### config.mk
export PLATFORM = sky130hd
export DESIGN_NAME = lsd_top
export DESIGN_NICKNAME = d
export VERILOG_FILES = /design/src/rtl/lsd_pkg.sv /design/src/rtl/lsd_sync.sv /design/src/rtl/lsd_timer.sv /design/src/rtl/lsd_top.sv
export SDC_FILE = /design/constraint.sdc
export NUM_CORES = 1
export LEC_CHECK = 0
export BUFFER_PORTS_ARGS = -buffer_cell sky130_fd_sc_hd__buf_2
export CAP_MARGIN = 20
export CORE_UTILIZATION = 35
export CTS_CLUSTER_SIZE = 14
export DETAILED_ROUTE_END_ITERATION = 16
export MAX_ROUTING_LAYER = met4
export PLACE_DENSITY = 0.55
export SYNTH_ARGS = -nofsm -noshare
export SYNTH_HDL_FRONTEND = slang
export SYNTH_HIERARCHICAL = 1
export SYNTH_SLANG_ARGS = --single-unit
### constraint.sdc
create_clock -name CLK_SYS -period 3.87 [get_ports CLK_SYS]
set_input_delay 0.774 -clock CLK_SYS [delete_from_list [all_inputs] [get_ports CLK_SYS]]
set_output_delay 0.774 -clock CLK_SYS [all_outputs]
set_load 0.1 [all_outputs]
### src/rtl/lsd_pkg.sv
// Constants and state types of the serial display controller.
// Assumes a 25 MHz system clock and a host that drives the strobes.

package lsd_pkg;

	// ========================================================================
	// Clocking and sizes
	localparam int SYS_CLK_HZ = 25_000_000;
	localparam int XTAL_HZ    = 32_768;
	localparam int XTAL_DIV   = SYS_CLK_HZ / XTAL_HZ;
	localparam int PRE_BITS   = 10;
	localparam int DIV_BITS   = 15;
	localparam int RAM_WORDS  = 32;

	// ========================================================================
	// Serial framing
	localparam logic [2:0] ID_READ  = 3'h6;
	localparam logic [2:0] ID_WRITE = 3'h5;
	localparam logic [2:0] ID_CMD   = 3'h4;
	localparam logic [3:0] ID_LEN   = 4'h3;
	localparam logic [3:0] ADDR_LEN = 4'h6;
	localparam logic [3:0] NIB_LEN  = 4'h4;
	localparam logic [3:0] CMD_LEN  = 4'h9;

	// ========================================================================
	// Command codes, the eight bits ahead of the ignored ninth
	localparam logic [7:0] CMD_SYSTEM_OFF   = 8'h00;
	localparam logic [7:0] CMD_SYSTEM_ON    = 8'h01;
	localparam logic [7:0] CMD_BIAS_OFF     = 8'h02;
	localparam logic [7:0] CMD_BIAS_ON      = 8'h03;
	localparam logic [7:0] CMD_TB_OUT_OFF   = 8'h04;
	localparam logic [7:0] CMD_WD_FLAG_OFF  = 8'h05;
	localparam logic [7:0] CMD_TB_OUT_ON    = 8'h06;
	localparam logic [7:0] CMD_WD_FLAG_ON   = 8'h07;
	localparam logic [7:0] CMD_TONE_OFF     = 8'h08;
	localparam logic [7:0] CMD_TONE_ON      = 8'h09;
	localparam logic [7:0] CMD_TB_CLEAR     = 8'h0D;
	localparam logic [6:0] CMD_WD_CLEAR     = 7'h07;
	localparam logic [3:0] CMD_PANEL        = 4'h2;
	localparam logic [2:0] CMD_TONE_HIGH    = 3'h2;
	localparam logic [3:0] CMD_TONE_LOW     = 4'h6;
	localparam logic [2:0] CMD_ALERT        = 3'h4;
	localparam logic [2:0] CMD_RATE         = 3'h5;
	localparam logic [7:0] CMD_TEST         = 8'hE0;
	localparam logic [7:0] CMD_NORMAL       = 8'hE3;

	// ========================================================================
	// Divider taps and watchdog stage
	localparam logic [3:0] TAP_TONE_HIGH = 4'h2;
	localparam logic [3:0] TAP_TONE_LOW  = 4'h3;
	localparam logic [3:0] TAP_ONE_HZ    = 4'hE;
	localparam logic [1:0] WD_STAGE_LAST = 2'h3;

	// ========================================================================
	// Register map, byte addresses, and field positions
	localparam logic [3:0] REG_CTRL      = 4'h0;
	localparam logic [3:0] REG_STATUS    = 4'h4;
	localparam logic [3:0] REG_VIEW      = 4'h8;
	localparam int         CTRL_LINK_BIT = 0;
	localparam int         CTRL_DFLT_BIT = 1;
	localparam int         STAT_WDTO_BIT = 14;
	localparam int         STAT_SEL_BIT  = 15;
	localparam int         VIEW_ADDR_LSB = 8;

	// ========================================================================
	// Types
	typedef struct packed {
		logic       osc_on;
		logic       bias_on;
		logic       bias_third;
		logic [1:0] com_sel;
		logic       tone_on;
		logic       tone_low;
		logic       tb_out_en;
		logic       wd_flag_en;
		logic       alert_en;
		logic [2:0] rate;
		logic       test;
	} lsd_cfg_type;

	localparam lsd_cfg_type CFG_DEFAULT = '{rate: 3'h7, default: 1'b0};

	typedef struct packed {
		logic s1;
		logic s2;
		logic s3;
		logic q;
	} lsd_sync_type;

	typedef struct packed {
		logic [PRE_BITS-1:0] pre;
		logic [DIV_BITS-1:0] div;
		logic                tb_prev;
		logic [1:0]          stage;
		logic                wd_to;
	} lsd_tmr_type;

	typedef enum logic [5:0] {
		ST_ID     = 6'h01,
		ST_ADDR   = 6'h02,
		ST_RDATA  = 6'h04,
		ST_WDATA  = 6'h08,
		ST_CMD    = 6'h10,
		ST_IGNORE = 6'h20
	} lsd_ser_state_type;

	typedef struct packed {
		lsd_ser_state_type          st;
		logic [3:0]                 bit_cnt;
		logic [8:0]                 shreg;
		logic                       is_read;
		logic [5:0]                 addr;
		logic [3:0]                 out_sh;
		logic [1:0]                 out_cnt;
		logic                       oe;
		logic                       dout;
		lsd_cfg_type                cfg;
		logic                       wr_prev;
		logic                       rd_prev;
		logic                       link_en;
		logic [4:0]                 view;
		logic                       ack;
		logic [31:0]                rdata;
		logic                       tb_clr;
		logic                       wd_clr;
		logic                       alert_n;
		logic                       tone_p;
		logic                       tone_n;
		logic [RAM_WORDS-1:0][3:0]  ram;
	} lsd_top_type;

endpackage

### src/rtl/lsd_sync.sv
// Three-stage input synchroniser with an agreement filter.
// Assumes the input is asynchronous to CLK_SYS.

`timescale 1ns/1ps

module lsd_sync #(
	parameter logic INIT = 1'b1
) (
	// Clock and reset
	input  wire logic clk,
	input  wire logic rst_n,
	// Pin and clean level
	input  wire logic d,
	output logic      q
);

	// ========================================================================
	// State
	lsd_pkg::lsd_sync_type r_r;
	lsd_pkg::lsd_sync_type r_nxt;

	// The first stage feeds only the second, so metastability stays there.
	always_comb
	begin
		r_nxt    = r_r;
		r_nxt.s1 = d;
		r_nxt.s2 = r_r.s1;
		r_nxt.s3 = r_r.s2;
		if (r_r.s2 == r_r.s3)
		begin
			r_nxt.q = r_r.s3;
		end
	end

	always_ff @(posedge clk)
	begin
		if (!rst_n)
			r_r <= '{INIT, INIT, INIT, INIT};
		else
			r_r <= r_nxt;
	end

	assign q = r_r.q;

endmodule

### src/rtl/lsd_timer.sv
// Crystal-rate prescaler, shared divider, watchdog stage and tone taps.
// Assumes command pulses last one CLK_SYS cycle.

`timescale 1ns/1ps

module lsd_timer #(
	parameter int XTAL_DIV = lsd_pkg::XTAL_DIV
) (
	// Clock and reset
	input  wire logic       clk,
	input  wire logic       rst_n,
	// Control
	input  wire logic       run,
	input  wire logic       tb_clear,
	input  wire logic       wd_clear,
	input  wire logic [2:0] rate,
	// Results
	output logic            tb_level,
	output logic            tone_high,
	output logic            tone_low,
	output logic            wd_timeout
);

	localparam logic [lsd_pkg::PRE_BITS-1:0] PRE_LAST =
		lsd_pkg::PRE_BITS'(XTAL_DIV - 1);

	if (XTAL_DIV < 2 || XTAL_DIV > 2 ** lsd_pkg::PRE_BITS)
		$error("lsd_timer: XTAL_DIV out of range");

	lsd_pkg::lsd_tmr_type r_r;
	lsd_pkg::lsd_tmr_type r_nxt;
	logic                 tick;
	logic                 sel;
	logic                 rise;

	always_comb
	begin
		r_nxt = r_r;
		tick  = 1'b0;
		if (!run)
			r_nxt.pre = '0;
		else if (r_r.pre == PRE_LAST)
		begin
			r_nxt.pre = '0;
			tick      = 1'b1;
		end
		else
			r_nxt.pre = r_r.pre + 1'b1;
		if (tb_clear)
			r_nxt.div = '0;
		else if (tick)
			r_nxt.div = r_r.div + 1'b1;
		sel           = r_r.div[lsd_pkg::TAP_ONE_HZ - {1'b0, rate}];
		rise          = sel & ~r_r.tb_prev;
		r_nxt.tb_prev = sel;
		// Four periods of the selected rate make one watchdog time-out.
		if (wd_clear)
			r_nxt.stage = '0;
		else if (rise)
			r_nxt.stage = r_r.stage + 1'b1;
		// A time-out in the clearing cycle still lands.
		r_nxt.wd_to = (rise && r_r.stage == lsd_pkg::WD_STAGE_LAST) ||
			(r_r.wd_to && !wd_clear);
	end

	always_ff @(posedge clk)
	begin
		if (!rst_n)
			r_r <= '0;
		else
			r_r <= r_nxt;
	end

	assign tb_level   = r_r.tb_prev;
	assign tone_high  = r_r.div[lsd_pkg::TAP_TONE_HIGH];
	assign tone_low   = r_r.div[lsd_pkg::TAP_TONE_LOW];
	assign wd_timeout = r_r.wd_to;

endmodule

### src/rtl/lsd_top.sv
// Serial command and data interpreter of a 32x4 segment display driver,
// with a classic Wishbone slave for status, control and memory viewing.
// Assumes host strobes far slower than CLK_SYS; all four link pins are resynchronised.
//
// Operation
// - 110, six address bits, four bits returned.
// - 101, six address bits, four bits stored.
// - 101 also returns addressed nibble before writing.
// - 100 then back-to-back nine-bit commands.
// - Command 00 stops oscillator and bias; default.
// - Command 01 starts the oscillator.
// - Command 03 turns panel bias on.
// - Command 04 disables time base output.
// - Command 05 disables watchdog flag output.
// - Command 07 enables watchdog flag output.
// - Command 08 stops the tone; default.
// - Command 0D clears the time base count.
// - Command 0E or 0F clears the watchdog.
// - 010x gives high tone, 0110 low.
// - 101x-0nnn picks rate and watchdog time-out.
// - E0 enters test mode, E3 returns normal.
// - Command 02 turns panel bias off.
// - Select high aborts and clears the mode.
// - Bits are taken on write strobe rising.
// - Read bits leave on read strobe falling.
//
// Local design decisions: the address map and register access over Wishbone.

`timescale 1ns/1ps

module lsd_top #(
	parameter int XTAL_DIV = lsd_pkg::XTAL_DIV
) (
	// Clock and reset
	input  wire logic        CLK_SYS,
	input  wire logic        RST_N,
	// Serial link from the host
	input  wire logic        SEL_N,
	input  wire logic        WR_N,
	input  wire logic        RD_N,
	input  wire logic        DATA_I,
	output logic             DATA_O,
	output logic             DATA_OE,
	// Alert and tone pins
	output logic             ALERT_N,
	output logic             TONE_P,
	output logic             TONE_N,
	// Panel configuration
	output logic             OSC_ON,
	output logic             BIAS_ON,
	output logic             BIAS_THIRD,
	output logic [1:0]       COM_SEL,
	output logic             TEST_MODE,
	// Wishbone slave
	input  wire logic        WB_CYC_I,
	input  wire logic        WB_STB_I,
	input  wire logic        WB_WE_I,
	input  wire logic [3:0]  WB_ADR_I,
	input  wire logic [3:0]  WB_SEL_I,
	input  wire logic [31:0] WB_DAT_I,
	output logic [31:0]      WB_DAT_O,
	output logic             WB_ACK_O
);

	// ========================================================================
	// Helpers
	function automatic logic [4:0] ram_idx(input logic [5:0] a);
		return a[4:0];
	endfunction

	// Applies one decoded command word to the configuration.
	function automatic lsd_pkg::lsd_cfg_type apply_cmd(
		input lsd_pkg::lsd_cfg_type c,
		input logic [7:0]           k
	);
		lsd_pkg::lsd_cfg_type o;
		o = c;
		case (k)
			lsd_pkg::CMD_SYSTEM_OFF:
			begin
				o.osc_on  = 1'b0;
				o.bias_on = 1'b0;
			end
			lsd_pkg::CMD_SYSTEM_ON:   o.osc_on     = 1'b1;
			lsd_pkg::CMD_BIAS_OFF:    o.bias_on    = 1'b0;
			lsd_pkg::CMD_BIAS_ON:     o.bias_on    = 1'b1;
			lsd_pkg::CMD_TB_OUT_OFF:  o.tb_out_en  = 1'b0;
			lsd_pkg::CMD_WD_FLAG_OFF: o.wd_flag_en = 1'b0;
			lsd_pkg::CMD_TB_OUT_ON:   o.tb_out_en  = 1'b1;
			lsd_pkg::CMD_WD_FLAG_ON:  o.wd_flag_en = 1'b1;
			lsd_pkg::CMD_TONE_OFF:    o.tone_on    = 1'b0;
			lsd_pkg::CMD_TONE_ON:     o.tone_on    = 1'b1;
			lsd_pkg::CMD_TEST:        o.test       = 1'b1;
			lsd_pkg::CMD_NORMAL:      o.test       = 1'b0;
			default:
			begin
			end
		endcase
		// A commons code of 11 is undefined and leaves the panel alone.
		if (k[7:4] == lsd_pkg::CMD_PANEL && k[3:2] != 2'h3)
		begin
			o.com_sel    = k[3:2];
			o.bias_third = k[0];
		end
		if (k[7:5] == lsd_pkg::CMD_TONE_HIGH)
			o.tone_low = 1'b0;
		if (k[7:4] == lsd_pkg::CMD_TONE_LOW)
			o.tone_low = 1'b1;
		if (k[7:5] == lsd_pkg::CMD_ALERT)
			o.alert_en = k[3];
		if (k[7:5] == lsd_pkg::CMD_RATE && !k[3])
			o.rate = k[2:0];
		return o;
	endfunction

	// ========================================================================
	// Pin synchronisers
	localparam logic [3:0] SYNC_INIT = 4'h7;

	logic [3:0] pin_raw;
	logic [3:0] pin_q;

	assign pin_raw = {DATA_I, RD_N, WR_N, SEL_N};

	for (genvar i = 0; i < 4; i++)
	begin : g_sync
		lsd_sync #(
			.INIT (SYNC_INIT[i])
		) u_sync (
			.clk   (CLK_SYS),
			.rst_n (RST_N),
			.d     (pin_raw[i]),
			.q     (pin_q[i])
		);
	end

	// ========================================================================
	// State and timer
	localparam lsd_pkg::lsd_top_type R_RESET = '{
		st:      lsd_pkg::ST_ID,
		cfg:     lsd_pkg::CFG_DEFAULT,
		link_en: 1'b1,
		wr_prev: 1'b1,
		rd_prev: 1'b1,
		alert_n: 1'b1,
		default: '0
	};

	lsd_pkg::lsd_top_type r_r;
	lsd_pkg::lsd_top_type r_nxt;

	logic tb_level;
	logic tone_high;
	logic tone_low;
	logic wd_timeout;

	lsd_timer #(
		.XTAL_DIV (XTAL_DIV)
	) u_timer (
		.clk        (CLK_SYS),
		.rst_n      (RST_N),
		.run        (r_r.cfg.osc_on),
		.tb_clear   (r_r.tb_clr),
		.wd_clear   (r_r.wd_clr),
		.rate       (r_r.cfg.rate),
		.tb_level   (tb_level),
		.tone_high  (tone_high),
		.tone_low   (tone_low),
		.wd_timeout (wd_timeout)
	);

	// ========================================================================
	// Next state
	logic       sel_hi;
	logic       wr_rise;
	logic       wr_fall;
	logic       rd_fall;
	logic       din;
	logic [8:0] msb_sh;
	logic [3:0] nib;
	logic [5:0] addr_inc;
	logic       wb_req;
	logic       tone_sel;

	always_comb
	begin
		r_nxt    = r_r;
		sel_hi   = pin_q[0];
		din      = pin_q[3];
		wr_rise  = pin_q[1] & ~r_r.wr_prev;
		wr_fall  = ~pin_q[1] & r_r.wr_prev;
		rd_fall  = ~pin_q[2] & r_r.rd_prev;
		msb_sh   = {r_r.shreg[7:0], din};
		nib      = {din, r_r.shreg[3:1]};
		addr_inc = r_r.addr + 6'h01;
		wb_req   = WB_CYC_I & WB_STB_I;
		tone_sel = r_r.cfg.tone_low ? tone_low : tone_high;

		r_nxt.wr_prev = pin_q[1];
		r_nxt.rd_prev = pin_q[2];
		r_nxt.tb_clr  = 1'b0;
		r_nxt.wd_clr  = 1'b0;

		// Deselect drops the mode; the next frame must open with an ID.
		if (sel_hi || !r_r.link_en)
		begin
			r_nxt.st      = lsd_pkg::ST_ID;
			r_nxt.bit_cnt = '0;
			r_nxt.shreg   = '0;
			r_nxt.oe      = 1'b0;
		end
		else
		begin
			case (r_r.st)
				lsd_pkg::ST_ID:
				begin
					if (wr_rise)
					begin
						r_nxt.shreg   = msb_sh;
						r_nxt.bit_cnt = r_r.bit_cnt + 4'h1;
						if (r_r.bit_cnt == lsd_pkg::ID_LEN - 4'h1)
						begin
							r_nxt.bit_cnt = '0;
							r_nxt.shreg   = '0;
							case (msb_sh[2:0])
								lsd_pkg::ID_READ:
								begin
									r_nxt.st      = lsd_pkg::ST_ADDR;
									r_nxt.is_read = 1'b1;
								end
								lsd_pkg::ID_WRITE:
								begin
									r_nxt.st      = lsd_pkg::ST_ADDR;
									r_nxt.is_read = 1'b0;
								end
								lsd_pkg::ID_CMD: r_nxt.st = lsd_pkg::ST_CMD;
								default:         r_nxt.st = lsd_pkg::ST_IGNORE;
							endcase
						end
					end
				end
				lsd_pkg::ST_ADDR:
				begin
					if (wr_rise)
					begin
						r_nxt.shreg   = msb_sh;
						r_nxt.bit_cnt = r_r.bit_cnt + 4'h1;
						if (r_r.bit_cnt == lsd_pkg::ADDR_LEN - 4'h1)
						begin
							r_nxt.bit_cnt = '0;
							r_nxt.shreg   = '0;
							r_nxt.addr    = msb_sh[5:0];
							r_nxt.out_sh  = r_r.ram[ram_idx(msb_sh[5:0])];
							r_nxt.out_cnt = '0;
							r_nxt.st      = r_r.is_read ? lsd_pkg::ST_RDATA :
								lsd_pkg::ST_WDATA;
						end
					end
				end
				lsd_pkg::ST_RDATA:
				begin
					if (rd_fall)
					begin
						r_nxt.oe      = 1'b1;
						r_nxt.dout    = r_r.out_sh[0];
						r_nxt.out_sh  = {1'b0, r_r.out_sh[3:1]};
						r_nxt.out_cnt = r_r.out_cnt + 2'h1;
						if (r_r.out_cnt == 2'h3)
						begin
							r_nxt.addr   = addr_inc;
							r_nxt.out_sh = r_r.ram[ram_idx(addr_inc)];
						end
					end
				end
				lsd_pkg::ST_WDATA:
				begin
					// The line is released on write strobe falling, before the bit is taken on its rising.
					if (wr_fall)
						r_nxt.oe = 1'b0;
					if (rd_fall)
					begin
						r_nxt.oe     = 1'b1;
						r_nxt.dout   = r_r.out_sh[0];
						r_nxt.out_sh = {1'b0, r_r.out_sh[3:1]};
					end
					if (wr_rise)
					begin
						r_nxt.shreg   = {5'h00, nib};
						r_nxt.bit_cnt = r_r.bit_cnt + 4'h1;
						if (r_r.bit_cnt == lsd_pkg::NIB_LEN - 4'h1)
						begin
							r_nxt.ram[ram_idx(r_r.addr)] = nib;
							r_nxt.bit_cnt = '0;
							r_nxt.shreg   = '0;
							r_nxt.addr    = addr_inc;
							r_nxt.out_sh  = r_r.ram[ram_idx(addr_inc)];
						end
					end
				end
				lsd_pkg::ST_CMD:
				begin
					if (wr_rise)
					begin
						r_nxt.shreg   = msb_sh;
						r_nxt.bit_cnt = r_r.bit_cnt + 4'h1;
						if (r_r.bit_cnt == lsd_pkg::CMD_LEN - 4'h1)
						begin
							r_nxt.bit_cnt = '0;
							r_nxt.shreg   = '0;
							r_nxt.cfg     = apply_cmd(r_r.cfg, msb_sh[8:1]);
							r_nxt.tb_clr  = msb_sh[8:1] ==
								lsd_pkg::CMD_TB_CLEAR;
							// Disabling the alert also drops a latched time-out.
							r_nxt.wd_clr  = msb_sh[8:2] ==
								lsd_pkg::CMD_WD_CLEAR ||
								(msb_sh[8:6] == lsd_pkg::CMD_ALERT &&
								!msb_sh[4]);
						end
					end
				end
				lsd_pkg::ST_IGNORE:
				begin
				end
				default: r_nxt.st = lsd_pkg::ST_ID;
			endcase
		end

		// Wishbone: ack one cycle after the request, writes on the acked edge.
		r_nxt.ack = wb_req & ~r_r.ack;
		if (wb_req && !r_r.ack)
		begin
			case (WB_ADR_I)
				lsd_pkg::REG_CTRL:
					r_nxt.rdata = {31'h0, r_r.link_en};
				lsd_pkg::REG_STATUS:
				begin
					r_nxt.rdata = {18'h0, r_r.cfg};
					r_nxt.rdata[lsd_pkg::STAT_WDTO_BIT] = wd_timeout;
					r_nxt.rdata[lsd_pkg::STAT_SEL_BIT]  = ~sel_hi;
				end
				lsd_pkg::REG_VIEW:
					r_nxt.rdata = {19'h0, r_r.view, 4'h0,
						r_r.ram[r_r.view]};
				default: r_nxt.rdata = 32'h0000_0000;
			endcase
		end
		if (wb_req && r_r.ack && WB_WE_I && WB_SEL_I[0])
		begin
			case (WB_ADR_I)
				lsd_pkg::REG_CTRL:
				begin
					r_nxt.link_en = WB_DAT_I[lsd_pkg::CTRL_LINK_BIT];
					if (WB_DAT_I[lsd_pkg::CTRL_DFLT_BIT])
						r_nxt.cfg = lsd_pkg::CFG_DEFAULT;
				end
				lsd_pkg::REG_VIEW: r_nxt.view = WB_DAT_I[4:0];
				default:
				begin
				end
			endcase
		end

		// Alert pin: a latched watchdog time-out or a low time base level, each when enabled, with alert_en set.
		r_nxt.alert_n = ~(r_r.cfg.alert_en &&
			((r_r.cfg.wd_flag_en && wd_timeout) ||
			(r_r.cfg.tb_out_en && !tb_level)));
		r_nxt.tone_p  = r_r.cfg.tone_on & r_r.cfg.osc_on & tone_sel;
		r_nxt.tone_n  = r_r.cfg.tone_on & r_r.cfg.osc_on & ~tone_sel;
	end

	always_ff @(posedge CLK_SYS)
	begin
		if (!RST_N)
			r_r <= R_RESET;
		else
			r_r <= r_nxt;
	end

	// ========================================================================
	// Outputs
	assign DATA_O     = r_r.dout;
	assign DATA_OE    = r_r.oe;
	assign ALERT_N    = r_r.alert_n;
	assign TONE_P     = r_r.tone_p;
	assign TONE_N     = r_r.tone_n;
	assign OSC_ON     = r_r.cfg.osc_on;
	assign BIAS_ON    = r_r.cfg.bias_on;
	assign BIAS_THIRD = r_r.cfg.bias_third;
	assign COM_SEL    = r_r.cfg.com_sel;
	assign TEST_MODE  = r_r.cfg.test;
	assign WB_DAT_O   = r_r.rdata;
	assign WB_ACK_O   = r_r.ack;

endmodule

==> flow_summary.toml, run 1 <==
[pwr]
ir_worst_vdd_mv = 0.293
switchingPower_mw = 1.26
swShare_pct = 22.8
p_seq_share_pct = 46.4
powerDensity_nw_per_um2 = 360
p_leak_nw = 4.86
p_comb_share_pct = 2.9
internal_power_mw = 4.28
power.share.clock_pct = 50.7

[layout]
drive_gt1_share_pct = 15.8
post-route-util_pct = 39.6
n_antenna_cell = 0
syn_to_final_growth_pct = 10.7
layout.nets = 1622

[critical_path]
r2r_cells = 8
crit_family = "simple AND/OR/NAND/NOR gates"
worstSetupPathType = "reg2reg"
path_cells = "nor4_1 > and3b_1 > and3_1 > and2_1 > buf_4 > nand2_1 > nand2_1 > a21oi_1"
reg2reg_to = "r_r[48]$_SDFFE_PN0P_"
cp.required_ns = 4.28
path_common_cell = "nand2_1"
critPathArrivalTime_ns = 3.32
crit_path_max_incr_delay_ns = 0.55
cp_slowest_cell = "nor4_1"
cp.buffers_inverters = 1
worstReg2RegStart = "r_r[216]$_SDFFE_PP1P_"
cp_max_fo = 15
regToRegSetupSlack_ns = 0.96
end_kind = "flip-flop"
cp-start-kind = "flip-flop"

[floorplanning]
dieArea_um2 = 40600
start_util_pct = 35.8
io_pins = 93
coreArea_um2 = 38900
die_h_um = 201
die_x_um = 201
rows = 72

[sta]
maxSlewHeadroom_pct = 32.1
tightestPinTransition_ns = 1.02
finalSetupTns_ns = 0
fmax_ghz = 0.344
slew_viol_final = 0
hold_viol_final = 0
fin_skew_ns = 0.00936
final.period_utilization_pct = 75.2
min_period_ns = 2.91
rsz0062_at_grt = "false"
setup_viol = 0

[synth]
avgSynthCellArea_um2 = 8.73
yosys.cell_count.top_type = "dfxtp_1"
syn-cell-area_um2 = 13900
synthSimpleGateAreaFrac_pct = 21.9
synth-seq-area-share_pct = 35.8
ys_warn_count = 6
synth_flop_cell = "dfxtp_1"
yosys-mux-area-fraction_pct = 18.7
synth_top_area_cell = "dfxtp_1"
ys_top_cells_by_area = "dfxtp_1, mux4_2, nand2_1"
synth-compound-area-share_pct = 14.2
ys_types = 85
synth_edf_count = 0
synth_commonest_cells = "dfxtp_1, nand2_1, nand3_1, a21oi_1, nor2_1"
synth_top_family_by_area = "simple AND/OR/NAND/NOR gates"
ys_ff_latch = 249
async_flop_share_pct = 0
synth_top_area_share_pct = 35.8
synthXorXnorAreaFrac_pct = 1.82
synth_adder_area_share_pct = 1.26
syn_inst = 1594

[routing]
first_pass_iters = 5
met3_length_mm = 2.68
ant_nets = 0
highest_layer = "met4"
vias = 11900
viasPerCell = 5.70
wl_met1_mm = 19.0
finalWirelength_mm = 42.2
routedWlPerCell_um = 20.1
wl_met2_mm = 19.3
drc = 0
drt-initial-drc-count = 1303

[place]
portBuffers = 46
place.gp.congestion = 0.892
dpl.hpwl_mm = 28.5

[grt]
antenna_found_initial = 0
grt_max_degree = 154
grt_pass1_vias = 11400
grt-ovfl-total = 0
grt_pass1_wl_mm = 66.3
grt_usage_pct = 21.2

[hold_path]
hold_path_end = "g_sync[1].u_sync/r_nxt[2]$_SDFF_PN1_"
hold_depth = 2
hold_start = "WR_N"
min_path_type = "in2reg"

[cts]
cts_buffers = 29
path_clk_slew_ns = 0.06
cts_sinks = 249
cts-root-buf = "clkbuf_16"
clk_latency_ns = 0.56
clockBufferDepth = 3
ctsResizeCount = 0
cts_max_level = 1
cts_setup_buffers = 0
cts_hold_buf = 0
cts_tree = "done"

[outcome]
status = "completed"

[job]
cap_violations = 0
how the worst max path moves through the flow:
| stage | from | endpoint | slack (ns) | cells past startpoint |
|---|---|---|---|---|
| floorplan | r_r[196]$_SDFFE_PN0P_ | r_r[192]$_SDFFE_PN0P_ | 0.85 | 10 |
| global placement | r_r[212]$_SDFFE_PP0P_ | r_r[51]$_SDFFE_PN0P_ | 1.09 | 9 |
| detailed placement | WB_CYC_I | WB_DAT_O[1]$_SDFFE_PN0P_ | 1.06 | 6 |
| CTS | r_r[216]$_SDFFE_PP1P_ | r_r[0]$_SDFFE_PN0P_ | 1.07 | 8 |
| global route | r_r[216]$_SDFFE_PP1P_ | r_r[19]$_SDFFE_PN0P_ | 0.82 | 8 |
| finish | r_r[216]$_SDFFE_PP1P_ | r_r[48]$_SDFFE_PN0P_ | 0.96 | 8 |
layout make-up:
type,instances,area [um^2]
clock buffer,40,837
fill,3946,23500
clock inverter,9,129
timing repair buffer,86,593
multi-input combinational,1175,8140
tap,518,648
sequential,249,4990
inverter,18,70.1
cell families (layout without fill, tap and decap cells):
logic type                 count (synthesis)  after routing
xor gates and xnor gates                  28             28
and+or+nand+nor                          635            635
muxes                                    161            161
other                                      1             16
AOI/OAI and AO/OA                        321            321
DFF                                      249            249
adders and majority gates                 14             14
buffers and inverters                    185            153
placed cells by master (no fill, tap or decap), drive strengths merged, types with 25 or more instances in the layout:
master and n:
dfxtp 249, nand2 227, nand3 165, a21oi 163
nor2 96, buf 86, mux4 78, mux2i 73
o21ai 47, clkbuf 40, nor3 25
metal layers:
metal | vias up | global-route usage, %
met4 | 0 | 5.55
li1 | 5661 | -
met5 | - | -
met3 | 61 | 3.24
met2 | 395 | 33.3
met1 | 5826 | 28.4
sequential cells by signal (all words and copies together), names as in the netlist, 2 cells and up:
name and count:
u_timer/r_r 25, msb_sh 8, WB_DAT_O 16, g_sync.u_sync/q 4
g_sync.u_sync/r_nxt 8, g_sync.u_sync/r_r 4, r_r 168, COM_SEL 2
metrics by stage:
stage / total power, mW / cell area [um^2] / hold slack (ns) / std cells / worst slack, ns
floorplan: 2.77 / 14000 / 0.381 / 1609 / 0.849
global placement: 2.79 / 14400 / 0.401 / 2046 / 1.09
detailed placement: 2.79 / 14400 / 0.399 / 2046 / 1.06
CTS: 5.60 / 15400 / 0.382 / 2095 / 1.07
global route: 5.70 / 15400 / 0.400 / 2095 / 0.819
finish: 5.55 / 15400 / 0.398 / 2095 / 0.960
power groups by stage:
| stage | Clock (mW) | Sequential, mW | Combinational (mW) |
|---|---|---|---|
| 2_1_floorplan | 0 | 2.64 | 0.129 |
| 5_1_grt | 2.96 | 2.57 | 0.171 |
| 6_report | 2.81 | 2.57 | 0.162 |
| 3_5_place_dp | 0 | 2.63 | 0.162 |
| 4_1_cts | 2.86 | 2.57 | 0.163 |
| 3_3_place_gp | 0 | 2.63 | 0.161 |
Note: power is estimated with default switching activity, not from simulation.
==> inputs of run 2 (changes only) <==
- PLACE_DENSITY: 0.55 -> 0.57
- clock period: 3.87 -> 2.4 ns (I/O delays scaled with it)
==> run 2 against run 1 <==
Cell area rose by 5.7%. Via count rose by 4.1%. Non-clock buffer count rose by 83. Count of clock-buffer cells in the layout fell by 4. Cell count rose by 4.0%. Core utilization rose by 2.2 points. Routed wire length rose by 5.2%. Critical path depth rose by 1. Die area did not move. Critical path type unchanged. Largest cell class unchanged.
==> flow_summary.toml, run 2 (synthesis gave the netlist of run 1 again) <==
[critical_path]
critPathArrivalTime_ns = 2.75
cp-start-kind = "flip-flop"
startpoint = "r_r[212]$_SDFFE_PP0P_"
cp_slowest_cell = "or3b_2"
r2r_cells = 9
regToRegSetupSlack_ns = 0.14
path_cells = "ha_1 > or3b_2 > nor2_1 > and3_4 > and2_1 > buf_4 > buf_4 > nand3_1 > a21oi_1"
cp_max_fo = 8
cp.required_ns = 2.89
crit_path_max_incr_delay_ns = 0.51
end_kind = "flip-flop"
cp.depth = 9
worstReg2RegStart = "r_r[212]$_SDFFE_PP0P_"
cp.buffers_inverters = 2
path_common_cell = "buf_4"
worstSetupPathType = "reg2reg"
crit_family = "simple AND/OR/NAND/NOR gates"

[cts]
cts_buffers = 27
clockBufferDepth = 3
clk_latency_ns = 0.57
cts_tree = "done"
cts_sinks = 249
path_clk_slew_ns = 0.06
cts_max_level = 1
cts-root-buf = "clkbuf_16"

[floorplanning]
die_x_um = 201
coreArea_um2 = 38900
die_h_um = 201
rows = 72
start_util_pct = 35.8
dieArea_um2 = 40600
io_pins = 93

[pwr]
p_seq_share_pct = 45.8
power.share.clock_pct = 51.2
powerDensity_nw_per_um2 = 557
swShare_pct = 22.7
p_comb_share_pct = 3.0
ir_worst_vdd_mv = 0.507
p_leak_nw = 5.37
internal_power_mw = 7.01
switchingPower_mw = 2.05

[routing]
drc = 0
routedWlPerCell_um = 20.4
vias = 12400
ant_nets = 0
viasPerCell = 5.70
first_pass_iters = 5
drt-initial-drc-count = 1233
finalWirelength_mm = 44.4

[grt]
grt_usage_pct = 21.7
grt_pass1_vias = 11900
grt-ovfl-total = 0
grt_pass1_wl_mm = 68.2
antenna_found_initial = 0
grt_max_degree = 94

[sta]
final.period_utilization_pct = 94.4
rsz0062_at_grt = "false"
tightestPinTransition_ns = 0.625
slew_viol_final = 0
maxSlewHeadroom_pct = 58.2
fmax_ghz = 0.442
min_period_ns = 2.26
hold_viol_final = 0
fin_skew_ns = 0.0167
finalSetupTns_ns = 0
setup_viol = 0

[layout]
final_common_cell = "dfxtp_1"
n_antenna_cell = 0
post-route-util_pct = 41.8
largest_reg_flops = 168
top_register = "r_r"
drive_gt1_share_pct = 20.8
layout.nets = 1703
most-common-layout-cells = "dfxtp_1, nand2_1, nand3_1"
syn_to_final_growth_pct = 17.0
stdcell_area_um2 = 16300

[hold_path]
min_path_type = "in2reg"
hold_depth = 2
hold_start = "SEL_N"

[place]
dpl.hpwl_mm = 30.8
place.gp.congestion = 0.917
dpl-instance-area_um2 = 15100
portBuffers = 46

[job]
cap_violations = 0

[outcome]
status = "completed"
[run 2: per-layer routing]
layer  routed length (um)  GRT usage (%)
met1                19100           28.3
met2                20600           34.4
met3                 3270           4.18
met4                 1430           5.76
met5                    0              -
[run 2: worst paths after layout]
kind | to
hold reg to reg | ALERT_N$_SDFF_PN1_
hold / removal | g_sync[0].u_sync/r_nxt[2]$_SDFF_PN1_
setup reg to reg | r_r[126]$_SDFFE_PN0P_
setup / recovery | r_r[126]$_SDFFE_PN0P_
[run 2: what timing repair did]
action,4_1_cts,5_1_grt
resized for setup,1,16
cloned,0,4
hold buffers,0,0
pin swaps,0,1
buffers inserted,0,2
setup endpoints to repair,1,115
[run 2: final cells by class]
type,count,area [um^2]
clock buffers,36,779
clock inverters,14,214
fillers,3847,22600
inverters,18,73.8
multi-input cells,1175,8180
flip-flops and latches,249,5000
well taps,518,648
repair buffers,169,1390
[run 2: per-stage QoR]
stage / setup WS (ns) / hold slack (ns) / cells / total power, mW
after floorplan: 0.0250 / 0.381 / 1609 / 4.46
after global placement: 0.0415 / 0.403 / 2122 / 4.51
after detailed placement: 0.0278 / 0.396 / 2122 / 4.51
after CTS: 0.00241 / 0.0737 / 2172 / 9.15
after global routing: 0.00273 / 0.0863 / 2179 / 9.31
final: 0.135 / 0.0954 / 2179 / 9.06
[run 2: power by group through the flow]
stage | logic (mW) | clock network (mW) | registers (mW)
after floorplan | 0.208 | 0 | 4.26
final | 0.271 | 4.64 | 4.15
after global placement | 0.268 | 0 | 4.24
after global routing | 0.285 | 4.88 | 4.15
after CTS | 0.271 | 4.72 | 4.15
after detailed placement | 0.270 | 0 | 4.24
